## src/logic/i2c_timing_map.svh

```systemverilog
`ifndef I2C_TIMING_MAP_SVH
`define I2C_TIMING_MAP_SVH

// Register byte offsets.
`define OFS_IRQ_CLEAR      8'h38
`define OFS_DATA_HOLD      8'h4C
`define OFS_START_HOLD     8'h50
`define OFS_START_SETUP    8'h58
`define OFS_PENDING        8'h3C
`define OFS_MODE_CTRL      8'h40

// Interrupt-clear bit positions.
`define BIT_TX_OVERRUN     3
`define BIT_SLV_READ_REQ   16
`define BIT_SLV_READ_EMPTY 17
`define BIT_SLV_WRITE_REQ  18
`define BIT_MST_DONE       19
`define BIT_SLV_DONE       20
`define BIT_ARB_LOST       24
`define BIT_BUS_FAULT      25
`define BIT_MST_DONE_NOSTP 28

// Writable bit masks; everything else is reserved and reads zero.
`define IRQ_MASK           32'h131F_0008
`define TIME_MASK_LO       32'h0000_01FF
`define TIME_MASK_DUAL     32'h01FF_01FF

// Field positions of the dual-speed timing registers.
`define FLD_STD_LSB        0
`define FLD_FST_LSB        16

// Reset values.
`define RST_DATA_HOLD      9'h014
`define RST_HOLD_STD       9'h0E2
`define RST_HOLD_FST       9'h03F
`define RST_SETUP_STD      9'h0E2
`define RST_SETUP_FST      9'h01D

`endif

```

## src/logic/i2c_timing_pkg.sv

```systemverilog
package i2c_timing_pkg;

  // Pending event flags, one per clearable interrupt source.
  typedef struct packed {
    logic tx_overrun;
    logic slv_read_req;
    logic slv_read_empty;
    logic slv_write_req;
    logic mst_done;
    logic slv_done;
    logic arb_lost;
    logic bus_fault;
    logic mst_done_nostop;
  } irq_vec_t;

  // Counter activity state, Gray coded along idle-hold-setup.
  typedef enum logic [1:0] {
    CNT_IDLE  = 2'h0,
    CNT_HOLD  = 2'h1,
    CNT_SETUP = 2'h3
  } cnt_state_t;

  // Timing requests from the serial engine.
  typedef struct packed {
    logic scl_fall;
    logic start_asserted;
    logic rstart_req;
  } timing_req_t;

  // Timing results towards the serial engine.
  typedef struct packed {
    logic data_change;
    logic scl_drive_low;
    logic start_issue;
  } timing_ack_t;

endpackage : i2c_timing_pkg

```

## src/logic/i2c_irq_timing.sv

```systemverilog
// Functional notes
// - Writing one to a defined clear bit clears its pending flag; zero does nothing.
// - Clear bit 3 clears pending transmit FIFO overrun.
// - Clear bit 16 clears pending read-from-slave request.
// - Clear bit 17 clears pending read-from-slave empty.
// - Clear bit 18 clears pending write-to-slave request.
// - Clear bit 19 clears pending master transaction done.
// - Clear bit 20 clears pending slave transaction done.
// - Clear bit 24 clears pending master arbitration lost.
// - Clear bit 25 clears pending bus error.
// - Clear bit 28 clears pending master done without stop.
// - Each SCL falling edge loads the data hold count; data changes when reached.
// - Standard start: load standard start hold; drive SCL low when reached.
// - Fast start: load fast start hold; drive SCL low when reached.
// - Standard repeated start waits standard start setup before issuing start.
// - Fast repeated start waits fast start setup before issuing start.
// - Master done without stop status reads one until acknowledged.
// - Arbitration lost status reads one after loss until software clears it.
`timescale 1ns/1ps
`include "i2c_timing_map.svh"

module i2c_irq_timing
  import i2c_timing_pkg::*;
(
  input  wire logic        ref_clk_i,     // Peripheral clock, 250 MHz.
  input  wire logic        sys_rst_i,     // Synchronous reset, active high.
  input  wire logic [7:0]  addr_i,        // Register byte address.
  input  wire logic [31:0] wdata_i,       // Write data.
  input  wire logic        wr_i,          // Write strobe.
  input  wire logic        rd_i,          // Read strobe.
  output logic      [31:0] rdata_o,       // Read data, valid the cycle after rd_i.
  input  wire irq_vec_t    event_i,       // One-cycle event pulses from the engine.
  output irq_vec_t         pending_o,     // Pending (unmasked) status flags.
  input  wire timing_req_t req_i,         // Timing requests from the engine.
  output timing_ack_t      ack_o,         // One-cycle timing completion pulses.
  output logic             fast_mode_o    // Selected speed mode, 1 for fast.
);

  // Whole module state in one record.
  typedef struct packed {
    irq_vec_t   pend;
    logic [8:0] hold_dat;
    logic [8:0] sthold_std;
    logic [8:0] sthold_fst;
    logic [8:0] stsetup_std;
    logic [8:0] stsetup_fst;
    logic       fast;
    cnt_state_t st_state;
    logic [8:0] st_cnt;
    logic       dat_busy;
    logic [8:0] dat_cnt;
    timing_ack_t ack;
    logic [31:0] rdata;
  } state_t;

  state_t state_r;
  state_t state_nxt;

  // Maps a 32-bit clear word onto the flag record, only defined bits count.
  function automatic irq_vec_t clear_bits(input logic [31:0] w);
    irq_vec_t v;
    v.tx_overrun      = w[`BIT_TX_OVERRUN];
    v.slv_read_req    = w[`BIT_SLV_READ_REQ];
    v.slv_read_empty  = w[`BIT_SLV_READ_EMPTY];
    v.slv_write_req   = w[`BIT_SLV_WRITE_REQ];
    v.mst_done        = w[`BIT_MST_DONE];
    v.slv_done        = w[`BIT_SLV_DONE];
    v.arb_lost        = w[`BIT_ARB_LOST];
    v.bus_fault       = w[`BIT_BUS_FAULT];
    v.mst_done_nostop = w[`BIT_MST_DONE_NOSTP];
    return v;
  endfunction : clear_bits

  // Places the flag record back at its documented bit positions.
  function automatic logic [31:0] flag_word(input irq_vec_t v);
    logic [31:0] w;
    w = 32'h0000_0000;
    w[`BIT_TX_OVERRUN]     = v.tx_overrun;
    w[`BIT_SLV_READ_REQ]   = v.slv_read_req;
    w[`BIT_SLV_READ_EMPTY] = v.slv_read_empty;
    w[`BIT_SLV_WRITE_REQ]  = v.slv_write_req;
    w[`BIT_MST_DONE]       = v.mst_done;
    w[`BIT_SLV_DONE]       = v.slv_done;
    w[`BIT_ARB_LOST]       = v.arb_lost;
    w[`BIT_BUS_FAULT]      = v.bus_fault;
    w[`BIT_MST_DONE_NOSTP] = v.mst_done_nostop;
    return w;
  endfunction : flag_word

  // Packs a standard and a fast field into one dual timing word.
  function automatic logic [31:0] dual_word(input logic [8:0] s, input logic [8:0] f);
    return {7'h00, f, 7'h00, s};
  endfunction : dual_word

  // Next-state logic: register access, flags and timing counters.
  always_comb
  begin
    irq_vec_t clr;
    logic     wr_clr;
    state_nxt = state_r;
    clr       = '0;
    wr_clr    = wr_i && (addr_i == `OFS_IRQ_CLEAR);
    state_nxt.ack = '0;

    // Clear bits are used only in the write cycle and never stored.
    if (wr_clr)
    begin
      clr = clear_bits(wdata_i);
    end

    // A new event in the clear cycle wins so it is never lost.
    state_nxt.pend = irq_vec_t'((state_r.pend & ~clr) | event_i);
    state_nxt.pend.tx_overrun      = event_i.tx_overrun      | (state_r.pend.tx_overrun      & ~clr.tx_overrun);
    state_nxt.pend.slv_read_req    = event_i.slv_read_req    | (state_r.pend.slv_read_req    & ~clr.slv_read_req);
    state_nxt.pend.slv_read_empty  = event_i.slv_read_empty  | (state_r.pend.slv_read_empty  & ~clr.slv_read_empty);
    state_nxt.pend.slv_write_req   = event_i.slv_write_req   | (state_r.pend.slv_write_req   & ~clr.slv_write_req);
    state_nxt.pend.mst_done        = event_i.mst_done        | (state_r.pend.mst_done        & ~clr.mst_done);
    state_nxt.pend.slv_done        = event_i.slv_done        | (state_r.pend.slv_done        & ~clr.slv_done);
    state_nxt.pend.arb_lost        = event_i.arb_lost        | (state_r.pend.arb_lost        & ~clr.arb_lost);
    state_nxt.pend.bus_fault       = event_i.bus_fault       | (state_r.pend.bus_fault       & ~clr.bus_fault);
    state_nxt.pend.mst_done_nostop = event_i.mst_done_nostop | (state_r.pend.mst_done_nostop & ~clr.mst_done_nostop);

    // Timing field writes; reserved bits are dropped on the way in.
    if (wr_i)
    begin
      case (addr_i)
        `OFS_DATA_HOLD:
        begin
          state_nxt.hold_dat = wdata_i[8:0];
        end
        `OFS_START_HOLD:
        begin
          state_nxt.sthold_std = wdata_i[`FLD_STD_LSB +: 9];
          state_nxt.sthold_fst = wdata_i[`FLD_FST_LSB +: 9];
        end
        `OFS_START_SETUP:
        begin
          state_nxt.stsetup_std = wdata_i[`FLD_STD_LSB +: 9];
          state_nxt.stsetup_fst = wdata_i[`FLD_FST_LSB +: 9];
        end
        `OFS_MODE_CTRL:
        begin
          state_nxt.fast = wdata_i[0];
        end
        default:
        begin
          state_nxt.fast = state_r.fast;
        end
      endcase
    end

    // Data hold counter, restarted by every SCL falling edge.
    if (req_i.scl_fall)
    begin
      state_nxt.dat_busy = 1'b1;
      state_nxt.dat_cnt  = 9'h000;
    end
    else if (state_r.dat_busy)
    begin
      if (state_r.dat_cnt >= state_r.hold_dat)
      begin
        state_nxt.dat_busy        = 1'b0;
        state_nxt.ack.data_change = 1'b1;
      end
      else
      begin
        state_nxt.dat_cnt = state_r.dat_cnt + 9'h001;
      end
    end

    // Start hold and repeated start setup share one counter.
    case (state_r.st_state)
      CNT_IDLE:
      begin
        state_nxt.st_cnt = 9'h000;
        if (req_i.start_asserted)
        begin
          state_nxt.st_state = CNT_HOLD;
        end
        else if (req_i.rstart_req)
        begin
          state_nxt.st_state = CNT_SETUP;
        end
      end
      CNT_HOLD:
      begin
        // Mode is sampled live, so a mode change mid-count takes effect at once.
        if (state_r.st_cnt >= (state_r.fast ? state_r.sthold_fst : state_r.sthold_std))
        begin
          state_nxt.st_state          = CNT_IDLE;
          state_nxt.ack.scl_drive_low = 1'b1;
        end
        else
        begin
          state_nxt.st_cnt = state_r.st_cnt + 9'h001;
        end
      end
      CNT_SETUP:
      begin
        if (state_r.st_cnt >= (state_r.fast ? state_r.stsetup_fst : state_r.stsetup_std))
        begin
          state_nxt.st_state        = CNT_IDLE;
          state_nxt.ack.start_issue = 1'b1;
        end
        else
        begin
          state_nxt.st_cnt = state_r.st_cnt + 9'h001;
        end
      end
      default:
      begin
        state_nxt.st_state = CNT_IDLE;
      end
    endcase

    // Read data register; the clear register reads zero since nothing is held.
    state_nxt.rdata = 32'h0000_0000;
    if (rd_i)
    begin
      case (addr_i)
        `OFS_IRQ_CLEAR:   state_nxt.rdata = 32'h0000_0000;
        `OFS_DATA_HOLD:   state_nxt.rdata = {23'h000000, state_r.hold_dat};
        `OFS_START_HOLD:  state_nxt.rdata = dual_word(state_r.sthold_std, state_r.sthold_fst);
        `OFS_START_SETUP: state_nxt.rdata = dual_word(state_r.stsetup_std, state_r.stsetup_fst);
        `OFS_PENDING:     state_nxt.rdata = flag_word(state_r.pend);
        `OFS_MODE_CTRL:   state_nxt.rdata = {31'h00000000, state_r.fast};
        default:          state_nxt.rdata = 32'h0000_0000;
      endcase
    end
  end

  // State register with synchronous reset to documented values.
  always_ff @(posedge ref_clk_i)
  begin
    if (sys_rst_i)
    begin
      state_r             <= '0;
      state_r.hold_dat    <= `RST_DATA_HOLD;
      state_r.sthold_std  <= `RST_HOLD_STD;
      state_r.sthold_fst  <= `RST_HOLD_FST;
      state_r.stsetup_std <= `RST_SETUP_STD;
      state_r.stsetup_fst <= `RST_SETUP_FST;
      state_r.st_state    <= CNT_IDLE;
    end
    else
    begin
      state_r <= state_nxt;
    end
  end

  // Outputs straight from the state record.
  assign rdata_o     = state_r.rdata;
  assign pending_o   = state_r.pend;
  assign ack_o       = state_r.ack;
  assign fast_mode_o = state_r.fast;

endmodule : i2c_irq_timing

```

## config.mk

```make
export PLATFORM = sky130hd
export DESIGN_NAME = i2c_irq_timing
export DESIGN_NICKNAME = d
export VERILOG_FILES = /design/src/logic/i2c_timing_pkg.sv /design/src/logic/i2c_irq_timing.sv
export VERILOG_INCLUDE_DIRS = /design/src /design/src/logic
export SDC_FILE = /design/constraint.sdc
export NUM_CORES = 1
export LEC_CHECK = 0
export ABC_AREA = 1
export BUFFER_PORTS_ARGS = -buffer_cell sky130_fd_sc_hd__buf_2
export CAP_MARGIN = 20
export CORE_UTILIZATION = 50
export CTS_BUF_LIST = sky130_fd_sc_hd__clkbuf_8
export DETAILED_ROUTE_END_ITERATION = 10
export HOLD_SLACK_MARGIN = 0.08
export PLACE_DENSITY = 0.73
export SYNTH_ARGS = -nofsm -noshare
export SYNTH_HDL_FRONTEND = slang
export SYNTH_SLANG_ARGS = --single-unit
```

## constraint.sdc

```tcl
create_clock -name ref_clk_i -period 6.1 [get_ports ref_clk_i]
set_input_delay 0.305 -clock ref_clk_i [delete_from_list [all_inputs] [get_ports ref_clk_i]]
set_output_delay 0.305 -clock ref_clk_i [all_outputs]
set_load 0.05 [all_outputs]
```

==> results.yml, run 1 <==
critical_path:
  critPathLaunchType: "flip-flop"
  endpoint_kind: "flip-flop"
  critPathMaxFanout: 27
  required_ps: 6410
  reg2regPathDepth: 14
  rrSetupSlack_ps: 2840
  critPathArrivalTime_ps: 3570
  path_class: "flip-flop to flip-flop"
  r2r-end: "state_r[49]"
  r2r_start: "fast_mode_o"
sta:
  setup_violations: 0
  fmax_ghz: 0.3068
  skew_ps: 16.91
  relSlewSlack_pct: 44.83
  min_period_ps: 3259
  drv_slew: 0
  finalHoldViolCount: 0
  tightest_slew_ps: 826.3
  finalCritPeriodShare_pct: 53.43
  fin_tns_setup_ps: 0
  setup_slack_ps: 2841
  holdWs_ps: 155.4
  rsz0062_at_grt: "false"
cells_and_area:
  n_antenna_cell: 0
  final_layout_size_suffix_gt1_share_pct: 15.31
  syn2layout_area_growth_pct: 6.414
  nets: 831
cts:
  htree_levels: 3
  cts_resized: 0
  post-cts-setup-buffers: 0
  cts_inserted_buffers: 9
  hold_buffers: 0
  clk_pin_slew_ps: 90
  cts_tree: "built"
  clock_latency_ps: 380
  cts-root-buf: "clkbuf_8"
  clock-sinks: 99
  clockBufferDepth: 2
synthesis:
  netlist_instances: 713
  synth_ff_type: "dfxtp_1"
  synth_cell_types: 38
  ys_ff_latch: 99
  synth-edff-count: 0
  yosysWarnings: 0
  synthArstFlopShare_pct: 0
  ys_seq_area_share_pct: 37.77
  syn_area_um2: 5248
  postSynthAreaPerCell_um2: 7.360
global_routing:
  grt_pass1_vias: 4433
  antenna_found_initial: 0
  grt_overflow_total: 0
  globalRouteTotalUtil_pct: 22.66
  grt_pass1_wl_mm: 19.82
  grt_max_degree: 51
drt:
  met2_length_mm: 5.832
  drtAntennaViolNets: 0
  vias: 4595
  dr_wl_met3_um: 464
  drc: 0
  drtIter0Drc: 266
  vias_per_cell: 5.180
  topRoutingLayerUsed: "met4"
  drtPass1Iterations: 4
  wire_per_inst_um: 13.35
  wl_met1_mm: 5.248
  wirelength_mm: 11.85
placed_design:
  gp_congestion: 0.8715
  io_buffers: 76
  pre_cts_slack_ps: 2892
  place_hpwl_mm: 8.902
die:
  die_h_um: 104.4
  rows: 37
  ios: 101
  core_region_area_um2: 10230
  dieArea_um2: 10910
  die_w_um: 104.4
  start_util_pct: 51.29
outcome:
  status: "complete, no violations"
power_and_ir_drop:
  power_uw: 1294
  p_leak_uw: 0.002741
  peakVddDrop_mv: 0.1164
  powerDensity_nw_per_um2: 231.8
worst_hold_path:
  whs_endpoint: "pending_o[0]"
  whs_path_depth: 3
  holdCritPathClass: "primary input to flip-flop"
  hold_start: "event_i[0]"
flow_run:
  drv_cap: 0
## cell usage after synthesis (all sizes together), types with 4 or more instances
cell / instances / share of area [%]
xor2: 4 / 0.67
nor2: 54 / 4.4
ha: 29 / 6.9
dfxtp: 99 / 38
o22ai: 6 / 0.72
o211ai: 14 / 2.3
o21ai: 77 / 7.5
nand3: 24 / 2.3
a21oi: 69 / 6.6
nand2: 138 / 10
nor3: 5 / 0.79
xnor2: 5 / 0.83
buf: 54 / 8.1
clkinv: 4 / 0.33
nand4: 9 / 1.1
inv: 99 / 7.1
clkbuf: 12 / 0.86
## placed cells by master, fill, tap and decap left out, types with 9 or more instances in the layout
cell type	synthesis	final
o21ai_0	68	68
a21oi_1	69	69
nand2_1	134	134
ha_1	29	29
dfxtp_1	99	99
conb_1	1	12
buf_2	2	76
clkbuf_8	0	9
inv_1	95	97
nand3_1	24	24
nor2_1	49	49
nand4_1	9	9
o211ai_1	11	11
## worst max-delay path, stage by stage (launching register included)
cell and delay (ps):
dfxtp_1 870, inv_1 400, nand2_1 170, o21ai_0 100, ha_1 310, nand2_1 70, nor2_1 120, nand3_1 90
nand2_1 70, inv_1 50, nand4_1 120, nand3_1 310, inv_1 340, nor2_1 70, nor2_1 110
## layer usage
layer  global-route usage (%)  up-vias
li1                         -     2317
met1                    28.01     2150
met2                    38.41      107
met3                    3.070       21
met4                    11.53        0
met5                        0        -
## cell families (layout without fill, tap and decap cells)
kind of cell	after synthesis	count (layout)	share of synthesized area, %
other	1	12	0.07146
muxes	2	2	0.3815
AOI/OAI and AO/OA	169	169	17.55
buffers and inverters	169	196	16.40
adders and majority gates	29	29	6.915
DFF	99	99	37.77
and+or+nand+nor	235	235	19.41
xor gates and xnor gates	9	9	1.502
## where the power goes
part	internal (µW)	switching, µW	total, µW
Combinational	48.5	110	158
Clock	227	229	456
Sequential	661	18.9	680
## how the worst max path moves through the flow
stage / start / end / slack, ps / depth (start not counted)
after CTS: fast_mode_o / state_r[49] / 2860 / 14
after floorplan: fast_mode_o / state_r[45] / 3530 / 14
after detailed placement: fast_mode_o / state_r[52] / 2890 / 13
after global routing: fast_mode_o / state_r[46] / 2420 / 14
after global placement: fast_mode_o / state_r[52] / 2960 / 14
final: fast_mode_o / state_r[49] / 2840 / 14
## registers in the layout, indices dropped and copies added (netlist names)
register / flops
state_r: 66
rdata_o: 20
pending_o: 9
ack_o: 3
fast_mode_o: 1
## through the flow
stage / cells / utilization, % / instance area [µm²]
floorplan: 724 / - / 5289
global placement: 871 / 52.54 / 5375
detailed placement: 871 / 52.54 / 5375
CTS: 887 / 54.58 / 5584
global route: 887 / 54.58 / 5584
finish: 887 / 54.58 / 5584
## layout make-up
| cell class | count | area (µm²) |
|---|---|---|
| clock buffer | 9 | 123.9 |
| clock inverter | 7 | 85.08 |
| fill | 985 | 4647 |
| inverter | 103 | 389.1 |
| multi-input combinational | 456 | 2446 |
| sequential | 99 | 1982 |
| tap | 136 | 170.2 |
| timing repair buffer | 77 | 387.9 |
No activity file was read; power rests on OpenSTA's default activity.
==> inputs of run 2 (changes only) <==
==> constraint.sdc (replaced) <==
create_clock -name ref_clk_i -period 3.28 [get_ports ref_clk_i]
set_input_delay 0.164 -clock ref_clk_i [delete_from_list [all_inputs] [get_ports ref_clk_i]]
set_output_delay 0.164 -clock ref_clk_i [all_outputs]
set_load 0.05 [all_outputs]
==> run 2 against run 1 <==
Net effect: clock skew down 5.2 ps; combinational power up 100%; final area up 4.5%; routed wire length up 2.6%; sequential share of layout area down 1.5 points; power up 89%; clock power up 89%; fmax up 20%; highest routed layer unchanged.
==> results.yml, run 2 (synthesis results as in run 1) <==
outcome:
  status: "complete, no violations"
critical_path:
  path_class: "flip-flop to flip-flop"
  slowest_stage: "dfxtp_1"
  critPathLaunchType: "flip-flop"
  rrSetupSlack_ps: 560
  endpoint_kind: "flip-flop"
  slowest_delay_ps: 370
  critPathArrivalTime_ps: 3040
  reg2regPathDepth: 15
  critPathMaxFanout: 25
  critical_path_buf_inv_count: 4
  crit_chain: "buf_4 > inv_1 > nand2_1 > o21ai_0 > ha_1 > nand2_1 > nor2_1 > nand3_1 > nand2_1 > inv_1 > nand4_1 > nand3_1 > inv_1 > nor2_1 > nor2_1"
  required_ps: 3600
  path_delay_family: "simple AND/OR/NAND/NOR gates"
  r2r_start: "fast_mode_o"
  startpoint: "fast_mode_o"
  crit_cells: 15
  r2r-end: "state_r[47]"
power_and_ir_drop:
  peakVddDrop_mv: 0.2368
  p_leak_uw: 0.002848
  powerDensity_nw_per_um2: 418.4
global_routing:
  grt_pass1_wl_mm: 20.45
  antenna_found_initial: 0
  globalRouteTotalUtil_pct: 23.44
  grt_overflow_total: 0
  grt_max_degree: 50
  grt_pass1_vias: 4568
cts:
  clock_latency_ps: 380
  clock-sinks: 99
  cts_tree: "built"
  clockBufferDepth: 2
  clk_pin_slew_ps: 90
  htree_levels: 3
  cts-root-buf: "clkbuf_8"
  cts_inserted_buffers: 9
  post-cts-setup-buffers: 0
worst_hold_path:
  holdCritPathClass: "primary input to flip-flop"
  whs_endpoint: "state_r[64]"
  hold_start: "wdata_i[23]"
  whs_path_depth: 3
flow_run:
  drv_cap: 0
sta:
  drv_slew: 0
  fmax_ghz: 0.3675
  finalCritPeriodShare_pct: 82.95
  setup_violations: 0
  rsz0062_at_grt: "false"
  finalHoldViolCount: 0
  min_period_ps: 2721
  fin_tns_setup_ps: 0
  skew_ps: 11.69
  setup_slack_ps: 559.1
placed_design:
  placedCellCount: 872
  pre_cts_slack_ps: 602.4
  place_hpwl_mm: 8.953
  gp_congestion: 0.8377
  io_buffers: 76
cells_and_area:
  nets: 856
  fin_cells: 910
  top_register: "state_r"
  final_layout_size_suffix_gt1_share_pct: 14.86
  syn2layout_area_growth_pct: 11.25
  largest_reg_flops: 66
  fill_cells: 958
  n_antenna_cell: 0
  final_cell_mix: "134 x nand2_1, 99 x dfxtp_1, 96 x inv_1"
  mostFrequentLayoutCell: "nand2_1"
die:
  ios: 101
  die_w_um: 104.4
  core_region_area_um2: 10230
  dieArea_um2: 10910
  die_h_um: 104.4
  start_util_pct: 51.29
  rows: 37
drt:
  drtIter0Drc: 230
  drc: 0
  vias: 4636
  wirelength_mm: 12.15
  drtAntennaViolNets: 0
  wire_per_inst_um: 13.35
  drtPass1Iterations: 5
  vias_per_cell: 5.095
## run 2: cell count changes in the layout (fill, tap and decap cells not counted), sizes merged
cell / change
buf: +1
clkbuf: +2
clkinv: -2
clkinvlp: -1
dlygate4sd3: +24
inv: -1
## run 2: final cells by class
cell class | instances | area (µm²) | area share [%]
Clock inverter | 3 | 63.81 | 1.093
Clock buffer | 11 | 151.4 | 2.593
Inverter | 103 | 389.1 | 6.665
Multi-Input combinational cell | 456 | 2446 | 41.90
Sequential cell | 99 | 1982 | 33.95
Timing Repair Buffer | 102 | 635.6 | 10.89
Tap cell | 136 | 170.2 | 2.915
## run 2: worst register-to-register path, delay by kind of cell, from the launching register on
kind / cells / cell delay, ps
adder cells (fa/ha/maj): 1 / 300
flip-flops: 1 / 370
AO/OA/AOI/OAI: 1 / 120
AND/OR/NAND/NOR: 9 / 1040
buffers and inverters: 4 / 840
## run 2: worst max path at each step
stage,end
final,state_r[47]
after global routing,state_r[45]
after floorplan,state_r[45]
after CTS,state_r[47]
after detailed placement,state_r[48]
after global placement,state_r[47]
## run 2: what timing repair did
item / in CTS / in global routing
hold buffers: 24 / 0
endpoints found under the hold margin: 30 / 0
resized for setup: 0 / 0
## run 2: layer usage
metal  wire [µm]  up-vias  global-route usage [%]
met3         495       27                   3.947
met2        6000      111                   40.59
met1        5268     2130                   27.61
met5           0        -                       0
met4         387        0                   12.35
li1            -     2368                       -
## run 2: per-stage QoR
step	hold WS (ps)	util, %	instance area, µm²	power, µW
floorplan	284.7	-	5289	1521
global placement	393.1	52.61	5383	1574
detailed placement	407.9	52.61	5383	1585
CTS	82.38	57.06	5838	2458
global route	95.03	57.06	5838	2548
finish	95.05	57.06	5838	2443
## run 2: power by group
part | leakage (µW) | internal [µW] | total, µW | switching [µW]
registers | 0.000803 | 1230 | 1260 | 34.5
clock network | 0.000113 | 461 | 862 | 402
logic | 0.00193 | 109 | 316 | 208
total | 0.00285 | 1800 | 2440 | 644
